$ cat config.mk
export PLATFORM = sky130hd
export DESIGN_NAME = csp_top
export DESIGN_NICKNAME = d
export VERILOG_FILES = /design/src/rtl/csp_pkg.sv /design/src/rtl/csp_pin_if.sv /design/src/rtl/csp_sync.sv /design/src/rtl/csp_top.sv
export SDC_FILE = /design/constraint.sdc
export NUM_CORES = 1
export LEC_CHECK = 0
export BUFFER_PORTS_ARGS = -buffer_cell sky130_fd_sc_hd__buf_2
export CORE_MARGIN = 8
export CORE_UTILIZATION = 53
export DETAILED_ROUTE_END_ITERATION = 12
export HOLD_SLACK_MARGIN = 0.08
export MAX_ROUTING_LAYER = met4
export PLACE_DENSITY = 0.75
export SLEW_MARGIN = 20
export SYNTH_ARGS = -nofsm -noshare
export SYNTH_HDL_FRONTEND = slang
export SYNTH_HIERARCHICAL = 1
export SYNTH_SLANG_ARGS = --single-unit
$ cat constraint.sdc
create_clock -name ref_clk_i -period 7.65 [get_ports ref_clk_i]
set_clock_uncertainty 0.15 [all_clocks]
set_input_delay 0.3825 -clock ref_clk_i [delete_from_list [all_inputs] [get_ports ref_clk_i]]
set_output_delay 0.3825 -clock ref_clk_i [all_outputs]
set_load 0.01 [all_outputs]
$ cat src/rtl/csp_pkg.sv
// Constants for the codec serial port: register map, control fields,
// pin indices and timing counts.
// Assumes a 20 MHz system clock and 32-bit AXI4-Lite register access.
package csp_pkg;

	// Register byte offsets
	localparam logic [3:0] OFF_CTRL = 4'h0;
	localparam logic [3:0] OFF_TXW = 4'h4;
	localparam logic [3:0] OFF_RXW = 4'h8;
	localparam logic [3:0] OFF_PWR = 4'hC;

	// Control register fields
	localparam int RX_RESET_N_BIT = 7;
	localparam int TX_RESET_N_BIT = 6;
	localparam int TX_SYNC_SRC_BIT = 5;
	localparam int TX_CLOCK_SRC_BIT = 4;
	localparam int BURST_BIT = 3;
	localparam int WORD_SIZE_BIT = 2;
	localparam int LOOPBACK_BIT = 1;
	localparam logic [15:0] CTRL_RESET = 16'h0000;
	localparam logic [15:0] CTRL_WMASK = 16'h00FE;

	// Power register field
	localparam int CLK_STOP_BIT = 0;

	// Word lengths as last-bit counts
	localparam logic [4:0] LAST_LONG = 5'h0F;
	localparam logic [4:0] LAST_SHORT = 5'h07;

	// Synchronised pin indices
	localparam int PIN_TXC = 0;
	localparam int PIN_TXF = 1;
	localparam int PIN_RXC = 2;
	localparam int PIN_RXF = 3;
	localparam int PIN_RXD = 4;
	localparam int NPIN = 5;

	// Internal bit clock: half period in ns and in system cycles
	localparam int SYS_CLK_NS = 50;
	localparam int INT_HALF_NS = 200;
	localparam logic [3:0] INT_HALF_CYC = 4'((INT_HALF_NS + SYS_CLK_NS - 1) / SYS_CLK_NS);

	// AXI responses
	localparam logic [1:0] RESP_OKAY = 2'h0;
	localparam logic [1:0] RESP_SLVERR = 2'h2;

	// Shift engine states
	typedef enum logic {LS_IDLE, LS_SHIFT} csp_link_state_t;

endpackage

$ cat src/rtl/csp_pin_if.sv
// Bundle of synchronised link pin levels and their edges.
// Driven by the synchroniser, read by the port core, same clock.
`timescale 1ns/1ps
interface csp_pin_if;
	logic en;
	logic [csp_pkg::NPIN-1:0] lvl;
	logic [csp_pkg::NPIN-1:0] rise;
	logic [csp_pkg::NPIN-1:0] fall;
	modport src (input en, output lvl, output rise, output fall);
	modport dst (output en, input lvl, input rise, input fall);
endinterface

$ cat src/rtl/csp_sync.sv
// Two-flop synchroniser with edge detection for the link pins.
// Assumes pins are asynchronous to ref_clk_i; en low freezes all stages.
`timescale 1ns/1ps
module csp_sync (
	// Clock and reset
	input wire logic ref_clk_i,
	input wire logic resetn_i,
	// Raw pins
	input wire logic [csp_pkg::NPIN-1:0] raw_i,
	// Synchronised side
	csp_pin_if.src pins
);
	logic [csp_pkg::NPIN-1:0] meta_reg;
	logic [csp_pkg::NPIN-1:0] sync_reg;
	logic [csp_pkg::NPIN-1:0] prev_reg;

	genvar g;
	generate
		for (g = 0; g < csp_pkg::NPIN; g++) begin : g_pin
			// Edges only from second and third stage, never the first
			always_ff @(posedge ref_clk_i or negedge resetn_i) begin
				if (!resetn_i) begin
					meta_reg[g] <= 1'h0;
					sync_reg[g] <= 1'h0;
					prev_reg[g] <= 1'h0;
				end else if (pins.en) begin
					meta_reg[g] <= raw_i[g];
					sync_reg[g] <= meta_reg[g];
					prev_reg[g] <= sync_reg[g];
				end
			end
			assign pins.lvl[g] = sync_reg[g];
			assign pins.rise[g] = pins.en & sync_reg[g] & ~prev_reg[g];
			assign pins.fall[g] = pins.en & ~sync_reg[g] & prev_reg[g];
		end
	endgenerate
endmodule // csp_sync

$ cat src/rtl/csp_top.sv
// Full-duplex codec serial port with AXI4-Lite registers.
// Assumes link pins come from outside the 20 MHz domain and are slow.
//
// Register access over AXI4-Lite and the register offsets were left to the implementer.
`timescale 1ns/1ps
module csp_top (
	// Clock and reset
	input wire logic ref_clk_i,
	input wire logic resetn_i,
	// AXI4-Lite write
	input wire logic [3:0] s_axi_awaddr_i,
	input wire logic s_axi_awvalid_i,
	output logic s_axi_awready_o,
	input wire logic [31:0] s_axi_wdata_i,
	input wire logic [3:0] s_axi_wstrb_i,
	input wire logic s_axi_wvalid_i,
	output logic s_axi_wready_o,
	output logic [1:0] s_axi_bresp_o,
	output logic s_axi_bvalid_o,
	input wire logic s_axi_bready_i,
	// AXI4-Lite read
	input wire logic [3:0] s_axi_araddr_i,
	input wire logic s_axi_arvalid_i,
	output logic s_axi_arready_o,
	output logic [31:0] s_axi_rdata_o,
	output logic [1:0] s_axi_rresp_o,
	output logic s_axi_rvalid_o,
	input wire logic s_axi_rready_i,
	// Transmit link pins
	input wire logic tx_bit_clock_i,
	output logic tx_bit_clock_o,
	output logic tx_bit_clock_oe_o,
	input wire logic tx_frame_sync_i,
	output logic tx_frame_sync_o,
	output logic tx_frame_sync_oe_o,
	output logic tx_serial_line_o,
	output logic tx_serial_line_oe_o,
	// Receive link pins
	input wire logic rx_bit_clock_i,
	input wire logic rx_frame_sync_i,
	input wire logic rx_serial_line_i
);
	// Register state
	logic [15:0] ctrl_reg;
	logic [15:0] txw_reg;
	logic [15:0] rxw_reg;
	logic clk_stop_reg;
	logic xrdy_reg;
	logic rrdy_reg;
	// Bus state
	logic aw_have_reg, w_have_reg;
	logic [3:0] aw_addr_reg;
	logic [15:0] w_data_reg;
	logic [1:0] w_strb_reg;
	// Link state
	csp_pkg::csp_link_state_t tx_state_reg, rx_state_reg;
	logic [4:0] tx_cnt_reg, rx_cnt_reg;
	logic [15:0] tx_sh_reg, rx_sh_reg;
	logic tx_chain_reg, rx_chain_reg;
	logic [3:0] div_cnt_reg;
	logic int_clk_reg, int_fs_reg;

	csp_pin_if pins ();

	csp_sync u_sync (
		.ref_clk_i(ref_clk_i),
		.resetn_i(resetn_i),
		.raw_i({rx_serial_line_i, rx_frame_sync_i, rx_bit_clock_i,
			tx_frame_sync_i, tx_bit_clock_i}),
		.pins(pins)
	);

	// Register decode, shared by write and read paths
	function automatic logic [2:0] reg_hit(input logic [3:0] a);
		reg_hit = {a == csp_pkg::OFF_PWR, a == csp_pkg::OFF_RXW, a == csp_pkg::OFF_TXW};
	endfunction

	// Byte-lane merge for the 16-bit registers
	function automatic logic [15:0] lane_merge(input logic [15:0] old, input logic [15:0] nw,
		input logic [1:0] strb);
		lane_merge = {strb[1] ? nw[15:8] : old[15:8], strb[0] ? nw[7:0] : old[7:0]};
	endfunction

	// Control fields
	wire rx_run = ctrl_reg[csp_pkg::RX_RESET_N_BIT];
	wire tx_run = ctrl_reg[csp_pkg::TX_RESET_N_BIT];
	wire sync_src = ctrl_reg[csp_pkg::TX_SYNC_SRC_BIT];
	wire clk_src = ctrl_reg[csp_pkg::TX_CLOCK_SRC_BIT];
	wire burst = ctrl_reg[csp_pkg::BURST_BIT];
	wire short_word = ctrl_reg[csp_pkg::WORD_SIZE_BIT];
	wire loop = ctrl_reg[csp_pkg::LOOPBACK_BIT];
	wire [4:0] last_cnt = short_word ? csp_pkg::LAST_SHORT : csp_pkg::LAST_LONG;

	// Clocks stop only while both halves sit in reset
	wire clk_stop_now = clk_stop_reg & ~rx_run & ~tx_run;
	assign pins.en = ~clk_stop_now;

	// Write channel decode
	wire wr_fire = aw_have_reg & w_have_reg & ~s_axi_bvalid_o;
	wire [2:0] wr_hit = reg_hit(aw_addr_reg);
	wire wr_ctrl = wr_fire & (aw_addr_reg == csp_pkg::OFF_CTRL);
	wire wr_txw = wr_fire & wr_hit[0];
	wire wr_pwr = wr_fire & wr_hit[2];
	wire wr_ok = (aw_addr_reg == csp_pkg::OFF_CTRL) | (|wr_hit);

	// Write address and data taken independently, answered after both
	always_ff @(posedge ref_clk_i or negedge resetn_i) begin
		if (!resetn_i) begin
			aw_have_reg <= 1'h0;
			w_have_reg <= 1'h0;
			aw_addr_reg <= 4'h0;
			w_data_reg <= 16'h0000;
			w_strb_reg <= 2'h0;
			s_axi_bvalid_o <= 1'h0;
			s_axi_bresp_o <= csp_pkg::RESP_OKAY;
		end else begin
			if (s_axi_awvalid_i & s_axi_awready_o) begin
				aw_have_reg <= 1'h1;
				aw_addr_reg <= s_axi_awaddr_i;
			end
			if (s_axi_wvalid_i & s_axi_wready_o) begin
				w_have_reg <= 1'h1;
				w_data_reg <= s_axi_wdata_i[15:0];
				w_strb_reg <= s_axi_wstrb_i[1:0];
			end
			if (wr_fire) begin
				aw_have_reg <= 1'h0;
				w_have_reg <= 1'h0;
				s_axi_bvalid_o <= 1'h1;
				s_axi_bresp_o <= wr_ok ? csp_pkg::RESP_OKAY : csp_pkg::RESP_SLVERR;
			end else if (s_axi_bready_i) begin
				s_axi_bvalid_o <= 1'h0;
			end
		end
	end
	// Ready flops: open only when the slot is empty
	logic aw_ready_reg, w_ready_reg;
	assign s_axi_awready_o = aw_ready_reg;
	assign s_axi_wready_o = w_ready_reg;
	always_ff @(posedge ref_clk_i or negedge resetn_i) begin
		if (!resetn_i) begin
			aw_ready_reg <= 1'h0;
			w_ready_reg <= 1'h0;
		end else begin
			aw_ready_reg <= ~aw_have_reg & ~(s_axi_awvalid_i & aw_ready_reg) & ~wr_fire;
			w_ready_reg <= ~w_have_reg & ~(s_axi_wvalid_i & w_ready_reg) & ~wr_fire;
		end
	end

	// Software-visible configuration; the control and power words reconfigure
	always_ff @(posedge ref_clk_i or negedge resetn_i) begin
		if (!resetn_i) begin
			ctrl_reg <= csp_pkg::CTRL_RESET;
			txw_reg <= 16'h0000;
			clk_stop_reg <= 1'h0;
		end else begin
			if (wr_ctrl)
				ctrl_reg <= lane_merge(ctrl_reg, w_data_reg, w_strb_reg) & csp_pkg::CTRL_WMASK;
			if (wr_txw)
				txw_reg <= lane_merge(txw_reg, w_data_reg, w_strb_reg);
			if (wr_pwr & w_strb_reg[0])
				clk_stop_reg <= w_data_reg[csp_pkg::CLK_STOP_BIT];
		end
	end

	// Read path: one cycle to take the address, one to answer
	wire [2:0] rd_hit = reg_hit(s_axi_araddr_i);
	wire rd_ctrl = s_axi_araddr_i == csp_pkg::OFF_CTRL;
	wire rd_fire = s_axi_arvalid_i & s_axi_arready_o;
	wire rd_rxw = rd_fire & rd_hit[1];
	wire [15:0] ctrl_view = {4'h0, xrdy_reg, rrdy_reg, pins.lvl[csp_pkg::PIN_TXC],
		pins.lvl[csp_pkg::PIN_RXC], ctrl_reg[7:1], 1'h0};
	wire [15:0] rd_val = rd_ctrl ? ctrl_view :
		rd_hit[0] ? txw_reg :
		rd_hit[1] ? rxw_reg :
		rd_hit[2] ? {15'h0000, clk_stop_reg} : 16'h0000;
	wire rd_ok = rd_ctrl | (|rd_hit);
	always_ff @(posedge ref_clk_i or negedge resetn_i) begin
		if (!resetn_i) begin
			s_axi_arready_o <= 1'h0;
			s_axi_rvalid_o <= 1'h0;
			s_axi_rdata_o <= 32'h00000000;
			s_axi_rresp_o <= csp_pkg::RESP_OKAY;
		end else begin
			s_axi_arready_o <= s_axi_arvalid_i & ~s_axi_arready_o & ~s_axi_rvalid_o;
			if (rd_fire) begin
				s_axi_rvalid_o <= 1'h1;
				s_axi_rdata_o <= {16'h0000, rd_val};
				s_axi_rresp_o <= rd_ok ? csp_pkg::RESP_OKAY : csp_pkg::RESP_SLVERR;
			end else if (s_axi_rready_i) begin
				s_axi_rvalid_o <= 1'h0;
			end
		end
	end

	// Internal bit clock divider, used only when the clock source bit is set
	wire div_tick = clk_src & ~clk_stop_now & (div_cnt_reg == csp_pkg::INT_HALF_CYC - 4'h1);
	always_ff @(posedge ref_clk_i or negedge resetn_i) begin
		if (!resetn_i) begin
			div_cnt_reg <= 4'h0;
			int_clk_reg <= 1'h0;
		end else if (!clk_src) begin
			div_cnt_reg <= 4'h0;
		end else if (!clk_stop_now) begin
			div_cnt_reg <= div_tick ? 4'h0 : div_cnt_reg + 4'h1;
			if (div_tick)
				int_clk_reg <= ~int_clk_reg;
		end
	end

	// Transmit clock and sync select: external pins unless the mode bits say otherwise
	wire txc_rise = clk_src ? (div_tick & ~int_clk_reg) : pins.rise[csp_pkg::PIN_TXC];
	wire txc_fall = clk_src ? (div_tick & int_clk_reg) : pins.fall[csp_pkg::PIN_TXC];
	wire tx_fs = sync_src ? int_fs_reg : pins.lvl[csp_pkg::PIN_TXF];

	// Transmit engine; a word starts on a sync, or back to back in continuous mode
	wire tx_last = (tx_state_reg == csp_pkg::LS_SHIFT) & (tx_cnt_reg == 5'h00);
	wire tx_free = (tx_state_reg == csp_pkg::LS_IDLE) | tx_last;
	wire tx_start = tx_run & txc_rise & tx_free & (tx_fs | (~burst & tx_chain_reg));
	wire [15:0] tx_load = short_word ? {txw_reg[7:0], 8'h00} : txw_reg;
	always_ff @(posedge ref_clk_i or negedge resetn_i) begin
		if (!resetn_i) begin
			tx_state_reg <= csp_pkg::LS_IDLE;
			tx_cnt_reg <= 5'h00;
			tx_sh_reg <= 16'h0000;
			tx_chain_reg <= 1'h0;
		end else if (!tx_run) begin
			tx_state_reg <= csp_pkg::LS_IDLE;
			tx_chain_reg <= 1'h0;
		end else if (tx_start) begin
			tx_state_reg <= csp_pkg::LS_SHIFT;
			tx_cnt_reg <= last_cnt;
			tx_sh_reg <= tx_load;
			tx_chain_reg <= 1'h1;
		end else if (txc_rise & tx_last) begin
			tx_state_reg <= csp_pkg::LS_IDLE;
		end else if (txc_rise & (tx_state_reg == csp_pkg::LS_SHIFT)) begin
			tx_cnt_reg <= tx_cnt_reg - 5'h01;
			tx_sh_reg <= {tx_sh_reg[14:0], 1'h0};
		end
	end
	// Data pin driven only while a word is on the line
	assign tx_serial_line_o = tx_sh_reg[15];
	assign tx_serial_line_oe_o = tx_state_reg == csp_pkg::LS_SHIFT;

	// Internal frame sync: raised on the falling edge before a pending word
	always_ff @(posedge ref_clk_i or negedge resetn_i) begin
		if (!resetn_i)
			int_fs_reg <= 1'h0;
		else if (txc_fall)
			int_fs_reg <= sync_src & tx_run & ~xrdy_reg & tx_free;
	end
	// Pin directions follow the mode bits, which reset to inputs
	assign tx_frame_sync_o = int_fs_reg;
	assign tx_frame_sync_oe_o = sync_src;
	assign tx_bit_clock_o = int_clk_reg;
	assign tx_bit_clock_oe_o = clk_src;

	// Transmit-ready: load sets it, a data write clears it; set wins
	always_ff @(posedge ref_clk_i or negedge resetn_i) begin
		if (!resetn_i)
			xrdy_reg <= 1'h1;
		else if (tx_start)
			xrdy_reg <= 1'h1;
		else if (wr_txw)
			xrdy_reg <= 1'h0;
	end

	// Receive sources; loopback ties the receiver to the transmit side
	wire rxc_fall = loop ? txc_fall : pins.fall[csp_pkg::PIN_RXC];
	wire rx_fs = loop ? tx_fs : pins.lvl[csp_pkg::PIN_RXF];
	wire rx_d = loop ? tx_serial_line_o : pins.lvl[csp_pkg::PIN_RXD];
	wire rx_busy = rx_state_reg == csp_pkg::LS_SHIFT;
	wire rx_start = rx_run & rxc_fall & ~rx_busy & (rx_fs | (~burst & rx_chain_reg));
	wire rx_done = rx_run & rxc_fall & rx_busy & (rx_cnt_reg == 5'h01);
	wire [15:0] rx_sh_next = {rx_sh_reg[14:0], rx_d};

	// Receive engine: first bit sampled on the sync edge, MSB first
	always_ff @(posedge ref_clk_i or negedge resetn_i) begin
		if (!resetn_i) begin
			rx_state_reg <= csp_pkg::LS_IDLE;
			rx_cnt_reg <= 5'h00;
			rx_sh_reg <= 16'h0000;
			rx_chain_reg <= 1'h0;
			rxw_reg <= 16'h0000;
		end else if (!rx_run) begin
			rx_state_reg <= csp_pkg::LS_IDLE;
			rx_chain_reg <= 1'h0;
		end else if (rx_start) begin
			rx_state_reg <= csp_pkg::LS_SHIFT;
			rx_cnt_reg <= last_cnt;
			rx_sh_reg <= rx_sh_next;
		end else if (rx_done) begin
			rx_state_reg <= csp_pkg::LS_IDLE;
			rx_chain_reg <= 1'h1;
			rxw_reg <= short_word ? {8'h00, rx_sh_next[7:0]} : rx_sh_next;
		end else if (rxc_fall & rx_busy) begin
			rx_cnt_reg <= rx_cnt_reg - 5'h01;
			rx_sh_reg <= rx_sh_next;
		end
	end

	// Receive-ready: a finished word sets it, reading the word clears it; set wins
	always_ff @(posedge ref_clk_i or negedge resetn_i) begin
		if (!resetn_i)
			rrdy_reg <= 1'h0;
		else if (rx_done)
			rrdy_reg <= 1'h1;
		else if (rd_rxw)
			rrdy_reg <= 1'h0;
	end
endmodule // csp_top

### Word level (Yosys, flattened, before mapping)

Cells that the tools add are included.

| cells by class | value |
|---|---|
| add/sub/neg operators | 3 |
| eq/ne operators | 16 |
| mux-type cells | 53 |
| bitwise operators | 70 |
| reduce and logical (&&, ||, !) cells | 21 |

Operators by type and width:

| cell | count |
|---|---|
| 2-to-1 mux 16 bit | 8 |
| bitwise AND 1 bit | 45 |
| 2-to-1 mux 15 bit | 3 |
| 2-to-1 mux 1 bit | 30 |
| 2-to-1 mux 5 bit | 6 |
| inverter 1 bit | 20 |
| == test 4 bit, second input constant | 4 |
| 2-to-1 mux 4 bit | 4 |
| nonzero test 2 bit | 8 |
| AND reduction 3 bit | 4 |
| subtractor 5 x 1 -> 5 bit, second input constant | 2 |
| == test 4 x 3 -> 1 bit, second input constant | 2 |
| zero test 4 bit | 2 |
| != test 2 bit, second input constant | 4 |
| AND reduction 2 bit | 4 |
| != test 3 x 1 -> 1 bit, second input constant | 2 |
| OR reduction 3 bit | 2 |
| == test 5 x 1 -> 1 bit, second input constant | 1 |
| zero test 5 bit | 1 |
| OR 1 bit | 5 |
| adder 4 x 1 -> 4 bit, second input constant | 1 |
| == test 4 x 2 -> 1 bit, second input constant | 1 |
| 2-to-1 mux 2 bit | 2 |
| != test 2 x 1 -> 1 bit, second input constant | 2 |

| storage, ports and cells | value |
|---|---|
| register bits | 154 |
| output and inout port bits | 47 |
| logic and storage cells | 206 |

### Depth between registers and ports, before layout

Gate-level depths: netlist of run 1.

| depth | value |
|---|---|
| depth in word-level cells | 15 |
| depth in mapped cells | 12 |
| depth with buffers taken out | 8 |

### Hierarchy

The synthesis of run 1 kept the hierarchy.

Modules (own cells, without submodules):

| module | times used | cells an instance | area an instance (µm²) |
|---|---|---|---|
| csp_top | 1 | 541 | 6269.8 |
| csp_sync | 1 | 43 | 705.7 |

### Worst setup path before layout of run 1

Ideal clock, no wire load.

| timing | value |
|---|---|
| kind | register to register |
| from | reg ctrl_reg[7] |
| to | reg rx_cnt_reg[1] |
| setup time | 0.125 ns |
| arrival | 2.494 ns |
| path slack | 4.881 ns |
| cell stages (with the launch flop) | 12 |
| path buffers | 3 |
| period minus slack after synthesis | 2.769 ns |
| cell sequence | dfrtp_1 -> nor3b_2 -> inv_1 -> buf_6 -> clkbuf_2 -> and3b_1 -> and2b_1 -> mux2i_1 -> a221o_2 -> nor2_4 -> buf_6 -> mux2_2 |

| between the ends | value |
|---|---|
| elaborated cells between the ends (all ways) | 23 |

RTL lines:

| element | line | source |
|---|---|---|
| from (decl) | csp_top.sv:44 | `logic [15:0] ctrl_reg;` |
| from (signal assigned) | csp_top.sv:153 | `ctrl_reg <= csp_pkg::CTRL_RESET;` |
| from (signal assigned) | csp_top.sv:158 | `ctrl_reg <= lane_merge(ctrl_reg, w_data_reg, w_strb_reg) & csp_pkg::CTRL_WMASK;` |
| inverter 1 bit (*) | csp_top.sv:95 | `wire clk_stop_now = clk_stop_reg & ~rx_run & ~tx_run;` |
| bitwise AND 1 bit (*) (2 in series) | csp_top.sv:95 |  |
| inverter 1 bit (no source line) (*) | - |  |
| via pins.en | csp_pin_if.sv:5 | `logic en;` |
| bitwise AND 1 bit (*) (2 in series) | csp_sync.sv:34 | `assign pins.fall[g] = pins.en & ~sync_reg[g] & prev_reg[g];` |
| via pins.fall (one bit) | csp_pin_if.sv:8 | `logic [csp_pkg::NPIN-1:0] fall;` |
| 2-to-1 mux 1 bit (*) | csp_top.sv:213 | `wire txc_fall = clk_src ? (div_tick & int_clk_reg) : pins.fall[csp_pkg::PIN_TXC];` |
| 2-to-1 mux 1 bit (*) | csp_top.sv:270 | `wire rxc_fall = loop ? txc_fall : pins.fall[csp_pkg::PIN_RXC];` |
| bitwise AND 1 bit | csp_top.sv:274, csp_top.sv:275 |  |
| bitwise AND 1 bit, on equally long branches (2 in series) | csp_top.sv:274, csp_top.sv:275 |  |
| != test 2 bit (no source line) or nonzero test 2 bit (tied branches) | - |  |
| AND reduction 3 bit (no source line) | - |  |
| to (signal assigned) | csp_top.sv:291 | `rx_cnt_reg <= last_cnt;` |
| to (signal assigned) | csp_top.sv:298 | `rx_cnt_reg <= rx_cnt_reg - 5'h01;` |
| to (decl) | csp_top.sv:57 | `logic [4:0] tx_cnt_reg, rx_cnt_reg;` |

The timed path passes the listed nets; every way through them passes the cells marked *.
A chain may end at the register's enable or synchronous reset.

### Worst setup path after layout of run 1

| timing | value |
|---|---|
| from | reg ctrl_reg[6] |
| to | reg tx_sh_reg[5] |

| between the ends | value |
|---|---|
| elaborated cells between the ends (all ways) | 18 |

RTL lines:

| element | line | source |
|---|---|---|
| inverter 1 bit (*) | csp_top.sv:95 |  |
| bitwise AND 1 bit (*) | csp_top.sv:95 |  |
| inverter 1 bit (no source line) (*) | - |  |
| via pins.en | csp_pin_if.sv:5 |  |
| bitwise AND 1 bit (*) (2 in series) | csp_sync.sv:33 | `assign pins.rise[g] = pins.en & sync_reg[g] & ~prev_reg[g];` |
| via pins.rise (one bit) | csp_pin_if.sv:7 | `logic [csp_pkg::NPIN-1:0] rise;` |
| 2-to-1 mux 1 bit (*) | csp_top.sv:212 | `wire txc_rise = clk_src ? (div_tick & ~int_clk_reg) : pins.rise[csp_pkg::PIN_TXC];` |
| bitwise AND 1 bit (3 in series) | csp_top.sv:219 | `wire tx_start = tx_run & txc_rise & tx_free & (tx_fs \| (~burst & tx_chain_reg));` |
| != test 2 bit (no source line) or nonzero test 2 bit (tied branches) | - |  |
| AND reduction 3 bit (no source line) | - |  |
| to (signal assigned) | csp_top.sv:233 | `tx_sh_reg <= tx_load;` |
| to (signal assigned) | csp_top.sv:239 | `tx_sh_reg <= {tx_sh_reg[14:0], 1'h0};` |
| to (decl) | csp_top.sv:58 | `logic [15:0] tx_sh_reg, rx_sh_reg;` |

Marked as above.

==> summary.txt, run 1 <==
Clock network
  • CTS clk-pin slew, worst paths: 0.06 ns
  • Worst skew pair latency: 0.42 ns
  • Max clock buf depth: 2
  • Sinks on Clock Net: ~150
  • CTS tree: done
  • Post-CTS Resized: 0
  • H-tree lvl count: 4
  • CTS Buf Count: 17
  • CTS root buf: clkbuf_16

Layout
  • # nets final: 726
  • Layout cells sized above 1: approximately 31%
  • FF+latch area: 3800 sq um
  • Fillers: roughly 930
  • Final Core Density: between 60% and 70%
  • N_diodes: 0
  • Area of the multi-input gates: ~2700 sq um
  • Area grow syn2layout: 19.6%

Timing
  • Max_slew headroom: between 30% and 40%
  • Fmax achieved: 0.268 GHz
  • Crit share post-route: 48.8%
  • Final setup fails: 0
  • Shortest period the worst path allows: about 3.7 ns
  • Worst-margin pin slew: 0.968 ns
  • RSZ-0062 raised after global routing: false
  • Final hold vios: 0
  • TNS Setup: 0 ns
  • Max Slew Vio Count: 0

Global routing
  • Vias in the first global route: around 4800
  • Global router's overall resource usage: 19.8%
  • First-pass GRT wire length: 24800 um
  • Initial antenna violation count: 0
  • Pin count of the biggest net entering global routing: 78
  • Congestion Overflow GR: 0

Die
  • Full die area: 16700 sq um
  • # rows: between 40 and 50
  • Die Span Y: 129 um
  • Die Width: 129 um
  • Initial Utilization: 54.1%
  • Core area: 12600 sq um
  • Num ports: 103

Setup path
  • End of the critical path: tx_sh_reg[5]$_DFFE_PN0P_
  • R2R Setup Slk: just under 4 ns
  • Worst R2R End: tx_sh_reg[5]$_DFFE_PN0P_
  • Critical Path Fanout Max: 20
  • Setup crit end kind: flip-flop
  • Worst EP required: 7.85 ns
  • Critical path class: reg2reg
  • Critical path origin: ctrl_reg[6]$_DFFE_PN0P_
  • R2R cell count: 8
  • Arrival time worst endpoint: 3.93 ns
  • Startpoint Class: flip-flop
  • Reg2reg start: ctrl_reg[6]$_DFFE_PN0P_

Synthesis
  • Synthesized cell area: 6800 sq um
  • YS warnings: 6
  • Post-Synthesis Cells: 571
  • Avg Cell Area, Syn: 11.9 sq um

Place
  • Placer Congestion: 0.846
  • DPL Wire Length: 10400 um
  • Port bufs: 66

Pwr
  • PD cells: 316 nW/um^2
  • Peak VDD IR: 0.245 mV
  • Leakage: 0.00387 uW

Job
  • Max_cap viols: 0

Worst hold path
  • HP Class: in2reg

Route
  • Via total after detailed routing: roughly 4700
  • First-pass iteration count of the detailed router: 5
  • Wirelength per Cell: 18.0 um
  • Residual DRC: 0
  • Antenna-violating nets left: 0
  • WL final: 15300 um
  • Iteration-0 DRC Markers: around 300
  • Via density: 5.55

Status
  • Outcome: complete, no violations
## stage by stage
stage               hold slack (ns)  instance area, sq um  std cells  total power, uW  worst slack [ns]
floorplan                   -0.0631                  6870        588             1510              4.93
global placement              0.292                  7190        786             1650              4.04
detailed placement            0.302                  7190        786             1690              3.95
CTS                          0.0859                  8140        850             2580              3.92
global route                  0.104                  8140        850             2700              3.61
finish                        0.103                  8140        850             2570              3.92
## report_power, final
group | total, uW | switching (uW) | internal, uW
sequential | 1160 | 181 | 979
combinational | 530 | 262 | 268
clock | 879 | 348 | 531
total | 2570 | 790 | 1780
## repair_timing
item                                    CTS  global route
endpoints found under the hold margin   105             0
endpoints found under the setup margin    0             0
setup buffers                             0             0
hold buffers                             32             0
## worst min-delay path by stage
stage / slack (ns) / from / depth (start not counted) / endpoint
after floorplan: -0.06 / resetn_i / 0 / aw_addr_reg[0]$_DFFE_PN0P_
after global placement: 0.29 / resetn_i / 1 / div_cnt_reg[3]$_DFFE_PN0P_
after detailed placement: 0.30 / resetn_i / 1 / div_cnt_reg[1]$_DFFE_PN0P_
after CTS: 0.09 / s_axi_arvalid_i / 2 / s_axi_arready_o$_DFF_PN0_
after global routing: 0.10 / s_axi_arvalid_i / 2 / s_axi_arready_o$_DFF_PN0_
final: 0.10 / s_axi_arvalid_i / 2 / s_axi_arready_o$_DFF_PN0_
## cells in the final DEF (no fill, tap or decap), drive strengths merged, types with 18 or more instances in the layout
cell and instances:
buf 70, clkbuf 18, conb 18, dfrtp 151, dlygate4sd3 32, inv 20, mux2 88, nand2 44
nor2 33, o21ai 42
## area by class of cell
cell class	count	share of cell area [%]
Multi-Input combinational cell	375	33.6
Inverter	17	0.784
Clock inverter	14	2.34
Sequential cell	152	46.8
Timing Repair Buffer	102	8.44
Tap cell	172	2.65
Clock buffer	18	5.40
## critical path: stages, from the launching register on
cell and delay (ns):
dfrtp_1 0.52, nor3b_2 0.16, inv_1 0.60, and3b_1 0.27
inv_1 0.05, o32ai_2 0.35, nand3_1 0.66, nor3_2 0.65
a221o_1 0.25
## routing by layer
layer	routed length [um]	vias up	GRT usage [%]
met5	0	-	-
met2	7260	160	30.4
li1	-	2201	-
met3	1060	17	4.19
met1	6750	2340	25.3
met4	234	0	7.46
(Power assumes the default switching activity.)
==> run 2, diff against run 1 <==
==> constraint.sdc (replaced) <==
create_clock -name ref_clk_i -period 3.6 [get_ports ref_clk_i]
set_clock_uncertainty 0.15 [all_clocks]
set_input_delay 0.18 -clock ref_clk_i [delete_from_list [all_inputs] [get_ports ref_clk_i]]
set_output_delay 0.18 -clock ref_clk_i [all_outputs]
set_load 0.01 [all_outputs]
==> run 2 against run 1 <==
Sequential power up 110%. Core utilization up 0.52 points. Via count up 0.87%. Global-route usage up 0.34 points. Largest cell class unchanged. Register-to-register slack worse by 3.3 ns. Non-clock buffer count up 6. Highest routed layer unchanged.
==> summary.txt, run 2 (synthesis gave the netlist of run 1 again) <==
Status
  • Outcome: complete, no violations

Layout
  • Layout cells sized above 1: 31.1%
  • Area grow syn2layout: 20.6%
  • Commonest non-fill, non-tap cell in the layout: dfrtp_1
  • # nets final: 732
  • Commonest cells after routing, fill and taps aside: dfrtp_1 (151), mux2_2 (78), buf_2 (65)
  • N_diodes: 0
  • Finished Layout Cells: 856
  • Final Cell Area: just over 8000 sq um

Die
  • Die Width: 129 um
  • Full die area: around 17000 sq um
  • Initial Utilization: 54.1%
  • Core area: 12600 sq um
  • Num ports: roughly 100
  • # rows: ~40
  • Die Span Y: 129 um

Global routing
  • First-pass GRT wire length: 25100 um
  • Global router's overall resource usage: 20.1%
  • Initial antenna violation count: 0
  • Pin count of the biggest net entering global routing: 89
  • Congestion Overflow GR: 0
  • Vias in the first global route: 4923

Clock network
  • Worst skew pair latency: 0.43 ns
  • CTS root buf: clkbuf_16
  • CTS tree: done
  • Max clock buf depth: 2
  • CTS Buf Count: 17
  • CTS clk-pin slew, worst paths: 0.06 ns
  • Sinks on Clock Net: 152
  • H-tree lvl count: 4

Route
  • Wirelength per Cell: 18.1 um
  • Via density: 5.56
  • First-pass iteration count of the detailed router: 4
  • Residual DRC: 0
  • WL final: between 15000 and 20000 um
  • Iteration-0 DRC Markers: 332
  • Antenna-violating nets left: 0
  • Via total after detailed routing: ~4800

Pwr
  • Peak VDD IR: 0.489 mV
  • Leakage: 0.00391 uW
  • PD cells: approximately 670 nW/um^2

Timing
  • Crit share post-route: 83.3%
  • TNS Setup: 0 ns
  • Final setup fails: 0
  • Max Slew Vio Count: 0
  • Hold WS: 0.169 ns
  • Max_slew headroom: 38.0%
  • Shortest period the worst path allows: ~3 ns
  • Worst-margin pin slew: 0.927 ns
  • Fmax achieved: between 0.3 and 0.4 GHz
  • Final hold vios: 0
  • RSZ-0062 raised after global routing: false

Place
  • Placed insts: 789
  • Port bufs: 66
  • DPL Wire Length: 10400 um
  • Cell Area, Placed: 7220 sq um
  • Placer Congestion: 0.878

Worst hold path
  • Hold depth: 3
  • WHS Endpoint: s_axi_rdata_o[10]$_DFFE_PN0P_
  • HP Class: in2reg
  • Hold Crit Start: s_axi_araddr_i[2]

Setup path
  • R2R Setup Slk: ~0.6 ns
  • Reg2reg start: ctrl_reg[6]$_DFFE_PN0P_
  • Critical Path Fanout Max: 16
  • Arrival time worst endpoint: 3.16 ns
  • Worst EP required: 3.76 ns
  • Worst R2R End: rx_sh_reg[11]$_DFFE_PN0P_
  • Setup crit end kind: flip-flop
  • Startpoint Class: flip-flop
  • Critical path class: reg2reg
  • R2R cell count: 8

Job
  • Max_cap viols: 0
[run 2: cell count changes in the layout (fill, tap and decap cells not counted), sizes merged]
cell and change:
buf +3, dlygate4sd3 +3, clkbuf +2, clkinvlp -1
inv -1
[run 2: how the worst max path moves through the flow]
stage                     cells past startpoint                     from                        end
after global placement                        8  ctrl_reg[6]$_DFFE_PN0P_     rxw_reg[7]$_DFFE_PN0P_
final                                         8  ctrl_reg[6]$_DFFE_PN0P_  rx_sh_reg[11]$_DFFE_PN0P_
after floorplan                              11  ctrl_reg[7]$_DFFE_PN0P_  rx_cnt_reg[1]$_DFFE_PN0P_
after global routing                          8  ctrl_reg[6]$_DFFE_PN0P_     rxw_reg[1]$_DFFE_PN0P_
after detailed placement                      8  ctrl_reg[6]$_DFFE_PN0P_   rx_sh_reg[4]$_DFFE_PN0P_
after CTS                                     8  ctrl_reg[6]$_DFFE_PN0P_  rx_sh_reg[11]$_DFFE_PN0P_
[run 2: metal layers]
| metal | share of wire (%) | GRT usage [%] |
|---|---|---|
| met1 | 44 | 25.5 |
| met2 | 46 | 30.3 |
| met3 | 7.1 | 4.48 |
| met4 | 2.5 | 9.05 |
| met5 | 0 | - |
[run 2: layout make-up]
class / count / area [sq um]
Fill cell: 940 / 4370
Sequential cell: 152 / 3800
Multi-Input combinational cell: 375 / 2740
Timing Repair Buffer: 108 / 752
Clock buffer: 20 / 467
Tap cell: 172 / 215
Clock inverter: 12 / 163
Inverter: 17 / 63.8
[run 2: through the flow]
step | total power (uW) | setup slack, ns | util (%)
floorplan | 3210 | 0.885 | -
global placement | 3510 | 0.700 | 57.5
detailed placement | 3590 | 0.635 | 57.5
CTS | 5490 | 0.604 | 65.2
global route | 5740 | 0.458 | 65.2
finish | 5480 | 0.601 | 65.2
[run 2: power by group]
| group | switching (uW) | internal, uW | total [uW] |
|---|---|---|---|
| clock | 708 | 1150 | 1860 |
| combinational | 564 | 578 | 1140 |
| sequential | 391 | 2080 | 2470 |
[run 2: repair_timing]
item / CTS / global route
resized for setup: 0 / 0
hold buffers: 35 / 0
setup buffers: 0 / 0
hold endpoints to repair: 122 / 0
endpoints found under the setup margin: 0 / 0
[run 2: worst max-delay path, cell delays in order (launching register included)]
cell     delay [ns]
dfrtp_1        0.52
nor3b_2        0.16
inv_1          0.15
buf_4          0.28
and3b_1        0.19
mux2i_1        0.10
a221o_2        0.49
nor2_4         0.42
mux2_2         0.40
==> run 3, diff against run 2 <==
==> constraint.sdc (replaced) <==
create_clock -name ref_clk_i -period 3 [get_ports ref_clk_i]
set_clock_uncertainty 0.15 [all_clocks]
set_input_delay 0.15 -clock ref_clk_i [delete_from_list [all_inputs] [get_ports ref_clk_i]]
set_output_delay 0.15 -clock ref_clk_i [all_outputs]
set_load 0.01 [all_outputs]
==> run 3 against run 2 <==
Via count rose by 1.4%. Die area did not move. Cell count rose by 0.47%. Largest power group unchanged. Core utilization rose by 0.62 points. Clock power rose by 25%. Final area rose by 0.95%.
==> summary.txt, run 3 (synthesis gave the netlist of run 1 again) <==
Status
  • Outcome: complete, no violations

Layout
  • Final Cell Area: a little over 8000 sq um
  • N_diodes: 0
  • Commonest cells after routing, fill and taps aside: dfrtp_1 (151), mux2_2 (78), buf_2 (65)
  • Commonest non-fill, non-tap cell in the layout: dfrtp_1
  • # nets final: 736
  • Layout cells sized above 1: between 30% and 40%
  • Area grow syn2layout: 21.7%

Die
  • # rows: 41
  • Die Width: 129 um
  • Die Span Y: 129 um
  • Num ports: between 100 and 150
  • Initial Utilization: between 50% and 60%
  • Core area: 12600 sq um
  • Full die area: 16700 sq um

Place
  • DPL Wire Length: 10800 um
  • Placer Congestion: about 0.87
  • Cell Area, Placed: around 7300 sq um
  • Port bufs: between 60 and 70

Clock network
  • CTS Buf Count: 17
  • Worst skew pair latency: 0.42 ns
  • CTS tree: done
  • CTS clk-pin slew, worst paths: 0.06 ns
  • CTS root buf: clkbuf_16
  • Max clock buf depth: 2
  • Sinks on Clock Net: 152
  • H-tree lvl count: 4

Timing
  • TNS Setup: 0 ns
  • Max Slew Vio Count: 0
  • Final setup fails: 0
  • Worst-margin pin slew: 0.899 ns
  • Hold WS: 0.138 ns
  • Final hold vios: 0
  • Crit share post-route: 95.6%
  • RSZ-0062 raised after global routing: false
  • Fmax achieved: between 0.3 and 0.4 GHz
  • Max_slew headroom: 39.9%
  • Shortest period the worst path allows: 2.87 ns

Global routing
  • Initial antenna violation count: 0
  • Pin count of the biggest net entering global routing: between 100 and 150
  • First-pass GRT wire length: approximately 26000 um
  • Global router's overall resource usage: 20.5%
  • Congestion Overflow GR: 0
  • Vias in the first global route: 4939

Setup path
  • Arrival time worst endpoint: 3.02 ns
  • Reg2reg start: clk_stop_reg$_DFFE_PN0P_
  • Worst R2R End: rx_sh_reg[4]$_DFFE_PN0P_
  • Setup crit end kind: flip-flop
  • R2R cell count: 8
  • Worst EP required: between 3 and 4 ns
  • End of the critical path: rx_sh_reg[4]$_DFFE_PN0P_
  • Critical path origin: clk_stop_reg$_DFFE_PN0P_
  • Critical path class: reg2reg
  • R2R Setup Slk: 0.13 ns
  • Startpoint Class: flip-flop
  • Critical Path Fanout Max: 15

Route
  • Via density: 5.61
  • Via total after detailed routing: 4828
  • Wirelength per Cell: 18.6 um
  • WL final: 16000 um
  • Antenna-violating nets left: 0
  • First-pass iteration count of the detailed router: 5
  • Residual DRC: 0
  • Iteration-0 DRC Markers: 317

Pwr
  • PD cells: around 810 nW/um^2
  • Leakage: 0.00394 uW
  • Peak VDD IR: 0.591 mV

Job
  • Max_cap viols: 0

Worst hold path
  • Hold depth: 4
  • HP Class: in2reg
-- run 3: changes by cell type in the layout (fill, tap and decap cells not counted), sizes merged --
cell      previous run  this run
buf                 73        76
clkbuf              20        25
bufinv               3         5
clkinvlp             2         1
inv                 19        16
clkinv               5         3
-- run 3: per-layer routing --
metal	track usage (%)	vias up	share of wire, %
li1	-	2212	-
met1	25.1	2395	43
met2	31.1	182	46
met3	4.89	39	6.8
met4	10.8	0	3.5
met5	-	-	0
-- run 3: report_power, final --
group | internal (uW) | total [uW] | switching, uW | leakage [uW]
Sequential | 2500 | 2950 | 449 | 0.00200
Clock | 1540 | 2330 | 791 | 0.000314
Combinational | 726 | 1460 | 730 | 0.00163
Total | 4760 | 6730 | 1970 | 0.00394
-- run 3: how the worst min path moves through the flow --
stage                      start                           end  slack [ns]
2_1_floorplan           resetn_i    aw_addr_reg[0]$_DFFE_PN0P_       -0.30
3_3_place_gp      s_axi_bready_i    s_axi_bvalid_o$_DFFE_PN0P_        0.18
3_5_place_dp      s_axi_bready_i    s_axi_bvalid_o$_DFFE_PN0P_        0.18
4_1_cts        s_axi_araddr_i[3]  s_axi_rdata_o[1]$_DFFE_PN0P_        0.12
5_1_grt        s_axi_araddr_i[3]  s_axi_rdata_o[1]$_DFFE_PN0P_        0.16
6_report       s_axi_araddr_i[3]  s_axi_rdata_o[1]$_DFFE_PN0P_        0.14
-- run 3: layout make-up --
cell class | count | area (sq um)
Timing Repair Buffer | 112 | 785
Sequential cell | 152 | 3800
Clock buffer | 24 | 482
Inverter | 17 | 63.8
Tap cell | 172 | 215
Multi-Input combinational cell | 375 | 2760
Clock inverter | 8 | 168
Fill cell | 913 | 4290
-- run 3: per-stage QoR --
stage          cells  total power (uW)  utilization, %  worst slack, ns
4_1_cts          860              6730            65.6           0.0896
3_5_place_dp     793              4350            57.7            0.114
6_report         860              6730            65.9            0.133
2_1_floorplan    588              3860               -            0.285
3_3_place_gp     793              4240            57.7            0.249
5_1_grt          860              7050            65.9           0.0213
-- run 3: worst max-delay path, stage by stage, from the launching register on --
cell and delay, ns:
dfrtp_1 0.42, nor3b_4 0.20, inv_1 0.11, buf_4 0.20, and3b_1 0.19, mux2i_1 0.14, a221o_2 0.51, nor2_4 0.43
mux2_2 0.39
-- run 3: what timing repair did --
action | CTS | global route
setup buffers | 0 | 0
endpoints found under the setup margin | 0 | 19
hold endpoints to repair | 147 | 0
hold buffers | 35 | 0
gates resized for setup | 0 | 3
